--- src/design/vsi_pkg.sv ---
package vsi_pkg;
  localparam int ADDR_W = 4;
  localparam int DATA_W = 32;
  localparam int CODE_W = 16;
  localparam int PREC_W = 3;
  localparam logic [ADDR_W-1:0] OFS_CTRL = 4'h0;
  localparam logic [ADDR_W-1:0] OFS_CODE = 4'h4;
  localparam logic [ADDR_W-1:0] OFS_DIV = 4'h8;
  localparam int RUN_BIT = 0;
  localparam int PREC_LSB = 1;
  localparam logic [CODE_W-1:0] DIV_RESET = 16'h0001;
  localparam logic [CODE_W-1:0] DIV_ZERO = 16'h0000;
  localparam logic [CODE_W-1:0] CODE_RESET = 16'h0000;
  localparam logic [PREC_W-1:0] PREC_RESET = 3'h0;
  localparam logic [DATA_W-1:0] READ_ZERO = 32'h0000_0000;

  typedef struct packed {
    logic [ADDR_W-1:0] addr;
    logic [DATA_W-1:0] wdata;
    logic wr;
    logic rd;
  } vsi_req_t;

  typedef enum logic [1:0] {
    VSI_STOP = 2'b00,
    VSI_HALF = 2'b01,
    VSI_RUN = 2'b11
  } vsi_state_t;
endpackage : vsi_pkg

--- src/design/vsi_top.sv ---
`timescale 1ns/10ps
`default_nettype none
module vsi_top
  import vsi_pkg::*;
(
  // Clock and reset
  input wire logic mclk,
  input wire logic sys_rst,
  // Register port
  input wire logic [ADDR_W-1:0] reg_addr,
  input wire logic [DATA_W-1:0] reg_wdata,
  input wire logic reg_wr,
  input wire logic reg_rd,
  output logic [DATA_W-1:0] reg_rdata,
  // Oscillator control
  output logic oscillator_control_out
);
  vsi_req_t req;
  logic run_r;
  logic [PREC_W-1:0] prec_r;
  logic [CODE_W-1:0] code_r;
  logic [CODE_W-1:0] div_r;
  logic mod_en_r;
  logic hold;
  logic tick_raw;
  logic tick;
  logic carry;
  logic hit_ctrl;
  logic hit_code;
  logic hit_div;
  logic wr_ctrl;
  logic wr_code;
  logic wr_div;
  logic wr_prec;
  logic [DATA_W-1:0] rd_mux;
  vsi_state_t state;

  assign req = '{addr: reg_addr, wdata: reg_wdata, wr: reg_wr, rd: reg_rd};
  assign hit_ctrl = (req.addr == OFS_CTRL);
  assign hit_code = (req.addr == OFS_CODE);
  assign hit_div = (req.addr == OFS_DIV);
  assign wr_ctrl = req.wr & hit_ctrl;
  assign wr_prec = wr_ctrl & ~run_r;
  assign wr_div = req.wr & hit_div & ~run_r;
  assign wr_code = req.wr & hit_code & run_r;
  assign hold = ~run_r;
  assign tick = tick_raw;
  assign state = run_r ? VSI_RUN : VSI_STOP;

  always_comb begin
    if (hit_ctrl) rd_mux = {28'h0000000, prec_r, run_r};
    else if (hit_code) rd_mux = {16'h0000, code_r};
    else if (hit_div) rd_mux = {16'h0000, div_r};
    else rd_mux = READ_ZERO;
  end

  always_ff @(posedge mclk) begin
    if (sys_rst) begin
      run_r <= 1'b0;
      prec_r <= PREC_RESET;
      code_r <= CODE_RESET;
      div_r <= DIV_RESET;
      mod_en_r <= 1'b0;
      reg_rdata <= READ_ZERO;
      oscillator_control_out <= 1'b0;
    end else begin
      if (wr_ctrl) run_r <= req.wdata[RUN_BIT];
      if (wr_prec) prec_r <= req.wdata[PREC_LSB +: PREC_W];
      if (wr_code) code_r <= req.wdata[CODE_W-1:0];
      if (wr_div) div_r <= req.wdata[CODE_W-1:0];
      mod_en_r <= hold ? 1'b0 : ~mod_en_r;
      reg_rdata <= req.rd ? rd_mux : READ_ZERO;
      oscillator_control_out <= hold ? 1'b0 : carry;
    end
  end

  vsi_divider u_div (
    .mclk(mclk),
    .clr(hold),
    .en(mod_en_r),
    .divisor(div_r),
    .tick(tick_raw)
  );

  vsi_accum u_acc (
    .mclk(mclk),
    .clr(hold),
    .tick(tick),
    .code(code_r),
    .prec(prec_r),
    .carry(carry)
  );

  a_out_low_stop: assert property (@(posedge mclk) disable iff (sys_rst)
    !run_r |=> !oscillator_control_out) else $error("output high while stopped");
  a_prec_locked: assert property (@(posedge mclk) disable iff (sys_rst)
    run_r && $past(run_r) |-> $stable(prec_r)) else $error("precision changed while running");
  a_div_locked: assert property (@(posedge mclk) disable iff (sys_rst)
    run_r |=> $stable(div_r) || !$past(run_r)) else $error("divider changed while running");
  a_run_write: assert property (@(posedge mclk) disable iff (sys_rst)
    reg_wr && reg_addr == OFS_CTRL |=> run_r == $past(reg_wdata[RUN_BIT]))
    else $error("run bit not written");
  a_stop_keeps: assert property (@(posedge mclk) disable iff (sys_rst)
    run_r && reg_wr && reg_addr == OFS_CTRL |=> prec_r == $past(prec_r))
    else $error("stop write altered precision");
  a_go_fields: assert property (@(posedge mclk) disable iff (sys_rst)
    !run_r && reg_wr && reg_addr == OFS_CTRL |=> prec_r == $past(reg_wdata[PREC_LSB +: PREC_W]))
    else $error("fields not set with run");
  a_code_gate: assert property (@(posedge mclk) disable iff (sys_rst)
    !run_r |=> $stable(code_r)) else $error("code written while stopped");
  a_div_reset: assert property (@(posedge mclk)
    sys_rst |=> div_r == DIV_RESET) else $error("divider reset wrong");
  a_read_upper: assert property (@(posedge mclk) disable iff (sys_rst)
    reg_rd |=> reg_rdata[31:16] == 16'h0000) else $error("upper bits not zero");
  a_tick_rate: assert property (@(posedge mclk) disable iff (sys_rst)
    tick && div_r == DIV_RESET && run_r |-> ##2 (tick || !run_r))
    else $error("tick rate wrong");
  c_start: cover property (@(posedge mclk) !run_r ##1 run_r);
  c_out_high: cover property (@(posedge mclk) oscillator_control_out);
  c_code_wr: cover property (@(posedge mclk) wr_code);
  c_stop: cover property (@(posedge mclk) state == VSI_RUN ##1 state == VSI_STOP);
endmodule : vsi_top
`default_nettype wire

--- src/design/vsi_divider.sv ---
`timescale 1ns/10ps
`default_nettype none
module vsi_divider
  import vsi_pkg::*;
(
  // Clock and hold
  input wire logic mclk,
  input wire logic clr,
  // Module clock enable, one mclk cycle in two
  input wire logic en,
  // Divisor and tick
  input wire logic [CODE_W-1:0] divisor,
  output logic tick
);
  logic [CODE_W-1:0] cnt_r;
  logic [CODE_W-1:0] cnt_nxt;
  logic [CODE_W-1:0] eff_div;
  logic at_end;
  assign eff_div = (divisor == DIV_ZERO) ? DIV_RESET : divisor;
  assign at_end = (cnt_r >= eff_div - DIV_RESET);
  assign cnt_nxt = at_end ? DIV_ZERO : cnt_r + DIV_RESET;
  // Counts module clock cycles, not mclk cycles
  assign tick = at_end & en & ~clr;
  always_ff @(posedge mclk) begin
    if (clr) cnt_r <= DIV_ZERO;
    else if (en) cnt_r <= cnt_nxt;
  end
endmodule : vsi_divider
`default_nettype wire

--- src/design/vsi_accum.sv ---
`timescale 1ns/10ps
`default_nettype none
module vsi_accum
  import vsi_pkg::*;
(
  // Clock and hold
  input wire logic mclk,
  input wire logic clr,
  // Step
  input wire logic tick,
  input wire logic [CODE_W-1:0] code,
  input wire logic [PREC_W-1:0] prec,
  // Carry bit
  output logic carry
);
  logic [CODE_W-1:0] mask;
  logic [CODE_W-1:0] acc_r;
  logic [CODE_W:0] sum;
  logic [CODE_W-1:0] msb;
  assign mask = {CODE_W{1'b1}} << prec;
  assign sum = {1'b0, acc_r} + {1'b0, code & mask};
  assign msb = {CODE_W{1'b0}};
  always_ff @(posedge mclk) begin
    if (clr) begin
      acc_r <= msb;
      carry <= 1'b0;
    end else if (tick) begin
      acc_r <= sum[CODE_W-1:0] & mask;
      carry <= sum[CODE_W];
    end
  end
endmodule : vsi_accum
`default_nettype wire

--- config.mk ---
export PLATFORM = sky130hd
export DESIGN_NAME = vsi_top
export DESIGN_NICKNAME = d
export VERILOG_FILES = /design/src/design/vsi_pkg.sv /design/src/design/vsi_top.sv /design/src/design/vsi_divider.sv /design/src/design/vsi_accum.sv
export SDC_FILE = /design/constraint.sdc
export NUM_CORES = 1
export LEC_CHECK = 0
export BUFFER_PORTS_ARGS = -buffer_cell sky130_fd_sc_hd__buf_2
export CAP_MARGIN = 30
export CORE_MARGIN = 5
export CORE_UTILIZATION = 60
export CTS_BUF_LIST = sky130_fd_sc_hd__clkbuf_8
export DETAILED_ROUTE_END_ITERATION = 12
export PLACE_DENSITY = 0.94
export SLEW_MARGIN = 25
export SYNTH_ARGS = -nofsm -noshare
export SYNTH_HDL_FRONTEND = slang
export SYNTH_HIERARCHICAL = 1
export SYNTH_SLANG_ARGS = --single-unit
--- constraint.sdc ---
create_clock -name mclk -period 6.5 [get_ports mclk]
set_input_delay 1.3 -clock mclk [delete_from_list [all_inputs] [get_ports mclk]]
set_output_delay 1.3 -clock mclk [all_outputs]
set_load 0.02 [all_outputs]
======== Yosys cells after proc, flatten, opt, wreduce, memory -nomap -nowiden ========
Cells that the tools add are included.
operators by class
  $add $sub $neg .......................... 3
  order comparisons ....................... 1
  eq/ne operators ......................... 2
  shift operators ......................... 1
  multiplexer cells ....................... 5
  bitwise logic cells ..................... 13
  reduce and logical (&&, ||, !) cells .... 6
operators by type and width
  kind                     number
  $mux W16                 4
  $and A16 B16 Y16         2
  $add A16 B16 Y17         1
  $add A16 B1 Y16 const B  1
  $ge A16 B16 Y1           1
  $logic_not A16 Y1        1
  $shl A16 B3 Y16 const A  1
  $sub A16 B1 Y16 const B  1
  $and A1 B1 Y1            8
  $eq A4 B3 Y1 const B     1
  $eq A4 B4 Y1 const B     1
  $logic_not A4 Y1         1
  $mux W4                  1
  $reduce_or A2 Y1         2
  $reduce_or A4 Y1         1
  $not A1 Y1               3
  $reduce_or A3 Y1         1
word-level totals
  flip-flop bits (word level) ............. 103
  output and inout port bits .............. 33
  word-level logic and storage cells ...... 43

======== Longest topological paths before layout ========
  depth in word-level cells ............... 6
  depth in mapped cells ................... 19
  depth with buffers taken out ............ 17

======== Hierarchy ========
The synthesis kept the hierarchy.
by module, submodules not included
  module       instances  cells an instance  area each (µm²)  sequential area each (µm²)
  vsi_top      1          232                2,333.5          1,081.0
  vsi_accum    1          199                1,561.5          340.3
  vsi_divider  1          162                1,370.1          320.3

======== Least setup slack after synthesis ========
OpenSTA, ideal clock, no wires.
  path type ............................... reg-to-reg
  start point ............................. register div_r[2]
  end point ............................... register u_acc.acc_r[11]
  library setup time ...................... 62 ps
  arrival ................................. 3,877 ps
  setup slack ............................. 2,562 ps
  cell stages (with the launch flop) ...... 20
  buffers on the path ..................... 2
  path through ............................ dfxtp_1 nor4_2 nor4b_2 a31oi_1 ha_1 nand2_1 or2_4 or4_1 xor2_1 ha_1 nand4_1 a311oi_1 a31oi_2 a21oi_1 clkbuf_1 nor2b_1 clkbuf_1 nand3_1 or3_1 nand3_1
between the ends
  cells in the longest elaborated chain, start to end .. 6
ends and longest elaborated chain
  what                          RTL line           text
  start, declared               vsi_top.sv:22      logic [CODE_W-1:0] div_r;
  start signal, assigned        vsi_top.sv:70      if (wr_div) div_r <= req.wdata[CODE_W-1:0];
  $logic_not A16 Y1             vsi_divider.sv:19  assign eff_div = (divisor == DIV_ZERO) ? DIV_RESET : divisor;
  $mux W16 *                    vsi_divider.sv:19
  $sub A16 B1 Y16 *             vsi_divider.sv:20  assign at_end = (cnt_r >= eff_div - DIV_RESET);
  $ge A16 B16 Y1 *              vsi_divider.sv:20
  $and A1 B1 Y1 * (2 in a row)  vsi_divider.sv:23  assign tick = at_end & en & ~clr;
  named net tick                vsi_top.sv:26      logic tick;
  end signal, assigned          vsi_accum.sv:25    acc_r <= msb;
  end signal, assigned          vsi_accum.sv:28    acc_r <= sum[CODE_W-1:0] & mask;
  end, declared                 vsi_accum.sv:17    logic [CODE_W-1:0] acc_r;
Mark *: on every way through the listed nets, which the timed path passes. The rest lies on a longest branch.
A chain may end at the register's enable or synchronous reset.

======== Final worst setup path ========
  start point ............................. register div_r[2]
  end point ............................... register u_acc.acc_r[13]
The elaborated chain is that of the path after synthesis.

==> results.yml <==
setup_path:
  crit_slowest_cell: "nor2b_1"
  r2r_start: "div_r[2]$_SDFFE_PP0P_"
  critPathKind: "reg2reg"
  slowest_delay_ns: 0.50
  end_kind: "flop"
  worstPathArrival_ns: 5.22
  r2r_setup_slack_ns: 1.60
  worstPathRequired_ns: 6.81
  r2r-end: "u_acc/acc_r[13]$_SDFFE_PP0P_"
  crit_path_max_fanout: 36
  path_buf_inv: 1
  rr_worst_depth: 18
  critical-path-top-delay-family: "simple AND/OR/NAND/NOR gates"
  start_kind: "flop"
  cp_cell_sequence: "nor4_2 -> nor4b_2 -> a31oi_1 -> ha_1 -> nand2_1 -> or2_4 -> or4_1 -> xor2_1 -> ha_1 -> nand4_1 -> a311oi_1 -> a31oi_2 -> a21oi_2 -> buf_4 -> nor2b_1 -> nand3_1 -> or3_1 -> nand3_1"
sta:
  rsz0062_at_grt: "no"
  period_needed_ns: 4.904
  clock.fmax_mhz: 203.9
  clock-skew-final_ns: 0.01372
  whs_ns: 0.4369
  relSlewSlack_pct: 38.82
  worstMarginPinSlew_ns: 0.9177
  slew_viol_final: 0
  hold_viol_final: 0
  setup_viol: 0
  finalSetupTns_ns: 0
  min_period_over_period_pct: 75.45
  setup_slack_ns: 1.596
power_and_ir_drop:
  irDropWorstVdd_uv: 87.76
  p_leak_nw: 2.250
  cellPowerDensity_nw_per_um2: 171.7
clocking:
  cts_root_buf: "clkbuf_8"
  cts.htree.levels: 3
  path_clk_slew_ns: 0.10
  postCtsHoldBufs: 0
  clkLatencyLatePin_ns: 0.37
  cts.sink_count: 87
  cts_tree: "built"
  cts_setup_buffers: 0
  cts_buffers: 9
  clk_path_buf_depth: 2
  cts_repair_resize_count: 0
global_route:
  grt_usage_pct: 22.43
  grt_max_degree: 56
  grt_pass1_wl_mm: 20.38
  overflow: 0
  antenna_found_initial: 0
  grt_pass1_vias: 4359
synth:
  yosysSeqAreaShare_pct: 33.08
  synth_cells: 593
  synthArstFlopShare_pct: 0
  ys_ff_latch: 87
  synth_top_area_share_pct: 33.08
  synth.most_common_cell: "dfxtp_1"
  synthTopCellsByArea: "dfxtp_1 (33%), ha_1 (8.1%), mux2i_1 (7.6%)"
  avgSynthCellArea_um2: 8.879
  yosys.cell_types.count: 72
  ys_warn_count: 6
  synth_common_cells: "dfxtp_1 (87), nand2b_1 (63), nor2_1 (44)"
  ys_dominant_reg_cell: "dfxtp_1"
  synth_area_leader_cell: "dfxtp_1"
  synth_edf_count: 0
  synth.cell_area_um2: 5265
place:
  placed_cell_area_um2: 5424
  dp_hpwl_mm: 8.992
  preCtsSetupSlack_ns: 1.781
  numPortBuffers: 40
  dp_cells: 712
  place.gp.congestion: 0.8732
detailed_routing:
  drc: 0
  drt-met1-wl_mm: 5.012
  dr.pass1.iters: 5
  met3_length_um: 661
  dr.max_layer_used: "met4"
  route.vias.total: 4514
  met2_length_mm: 6.448
  routed_wl_mm: 12.38
  drt_iter0_drc: 350
  post_drt_wl_per_cell_um: 16.98
  drt-vias-per-instance: 6.192
  antenna_left: 0
floorplan:
  die-height_um: 103.7
  dieArea_um2: 10750
  io_pins: 73
  start_util_pct: 60.97
  rows: 34
  die_w_um: 103.7
  coreArea_um2: 8636
min_path:
  min_from: "u_acc/carry$_SDFFE_PP0P_"
  min_path_type: "reg2reg"
  hold_end: "oscillator_control_out$_SDFF_PP0_"
  hold_path_depth: 2
final_layout:
  antennaDiodeCount: 0
  fin_area_um2: 5644
  area_growth_pct: 7.201
  fin_nets: 691
  drive_gt1_share_pct: 12.56
  finalNonFillerCells: 729
run:
  drv_cap: 0
outcome:
  run_status: "finished clean"
-- tightest hold or removal path, stage by stage, from the launching register on --
cell and delay, ns:
dfxtp_1 0.32, inv_1 0.05, nor2_1 0.04
-- cell type report --
type,instances,area [um^2]
fillers,643,2992
clock buffers,11,151.4
well taps,108,135.1
multi-input cells,464,3294
flip-flops and latches,87,1742
clock inverters,5,41.29
inverters,12,45.04
repair buffers,42,235.2
-- where the power goes --
| part | total, mW | switching [mW] | internal, mW |
|---|---|---|---|
| logic | 0.0632 | 0.0398 | 0.0234 |
| clock network | 0.368 | 0.206 | 0.162 |
| registers | 0.538 | 0.00334 | 0.534 |
| total | 0.969 | 0.249 | 0.720 |
-- state kept, by name (all words and copies together), names as in the netlist --
name,cells
div_r,16
run_r,1
u_acc/carry,1
u_acc/acc_r,16
prec_r,3
u_div/cnt_r,16
code_r,16
mod_en_r,1
reg_rdata,16
oscillator_control_out,1
-- cell usage in the layout, fill, tap and decap left out, types with 12 or more instances in the layout --
master	Yosys	layout
nand2_1	30	30
nand3_1	23	23
nand2b_1	63	63
buf_2	6	40
a22oi_1	13	13
inv_1	12	12
xor2_1	21	21
dfxtp_1	87	87
nor2_1	44	44
ha_1	34	34
mux2i_1	40	40
conb_1	1	16
nand4_1	14	14
a21oi_1	31	30
-- worst max path at each step --
| stage | cells after the start | startpoint | to |
|---|---|---|---|
| 6_report | 18 | div_r[2]$_SDFFE_PP0P_ | u_acc/acc_r[13]$_SDFFE_PP0P_ |
| 5_1_grt | 18 | div_r[2]$_SDFFE_PP0P_ | u_acc/acc_r[13]$_SDFFE_PP0P_ |
| 4_1_cts | 18 | div_r[2]$_SDFFE_PP0P_ | u_acc/acc_r[13]$_SDFFE_PP0P_ |
| 3_5_place_dp | 18 | div_r[2]$_SDFFE_PP0P_ | u_acc/acc_r[13]$_SDFFE_PP0P_ |
| 2_1_floorplan | 19 | div_r[2]$_SDFFE_PP0P_ | u_acc/acc_r[11]$_SDFFE_PP0P_ |
| 3_3_place_gp | 18 | div_r[2]$_SDFFE_PP0P_ | u_acc/acc_r[11]$_SDFFE_PP0P_ |
-- routing by layer --
metal | vias to the layer above | GRT usage [%]
li1 | 2140 | -
met1 | 2193 | 26.85
met2 | 156 | 40.07
met3 | 25 | 2.985
met4 | 0 | 9.343
met5 | - | 0
-- per-stage QoR --
stage	util, %	power [mW]
after floorplan	-	0.6011
after detailed placement	62.81	0.6110
after global placement	62.61	0.6072
after global routing	65.36	0.9995
final	65.36	0.9689
after CTS	65.04	0.9697
-- cell families (layout without fill, tap and decap cells) --
| group | after synthesis | count (layout) | synth area share [%] |
|---|---|---|---|
| compound gates | 98 | 98 | 12.79 |
| xor+xnor | 29 | 29 | 4.824 |
| fa+ha+maj | 35 | 35 | 8.460 |
| buf+inv | 57 | 70 | 5.941 |
| flops | 87 | 87 | 33.08 |
| mux | 40 | 40 | 7.604 |
| other cells | 1 | 16 | 0.07122 |
| simple gates | 246 | 246 | 27.23 |
No activity file was read; power rests on OpenSTA's default activity.
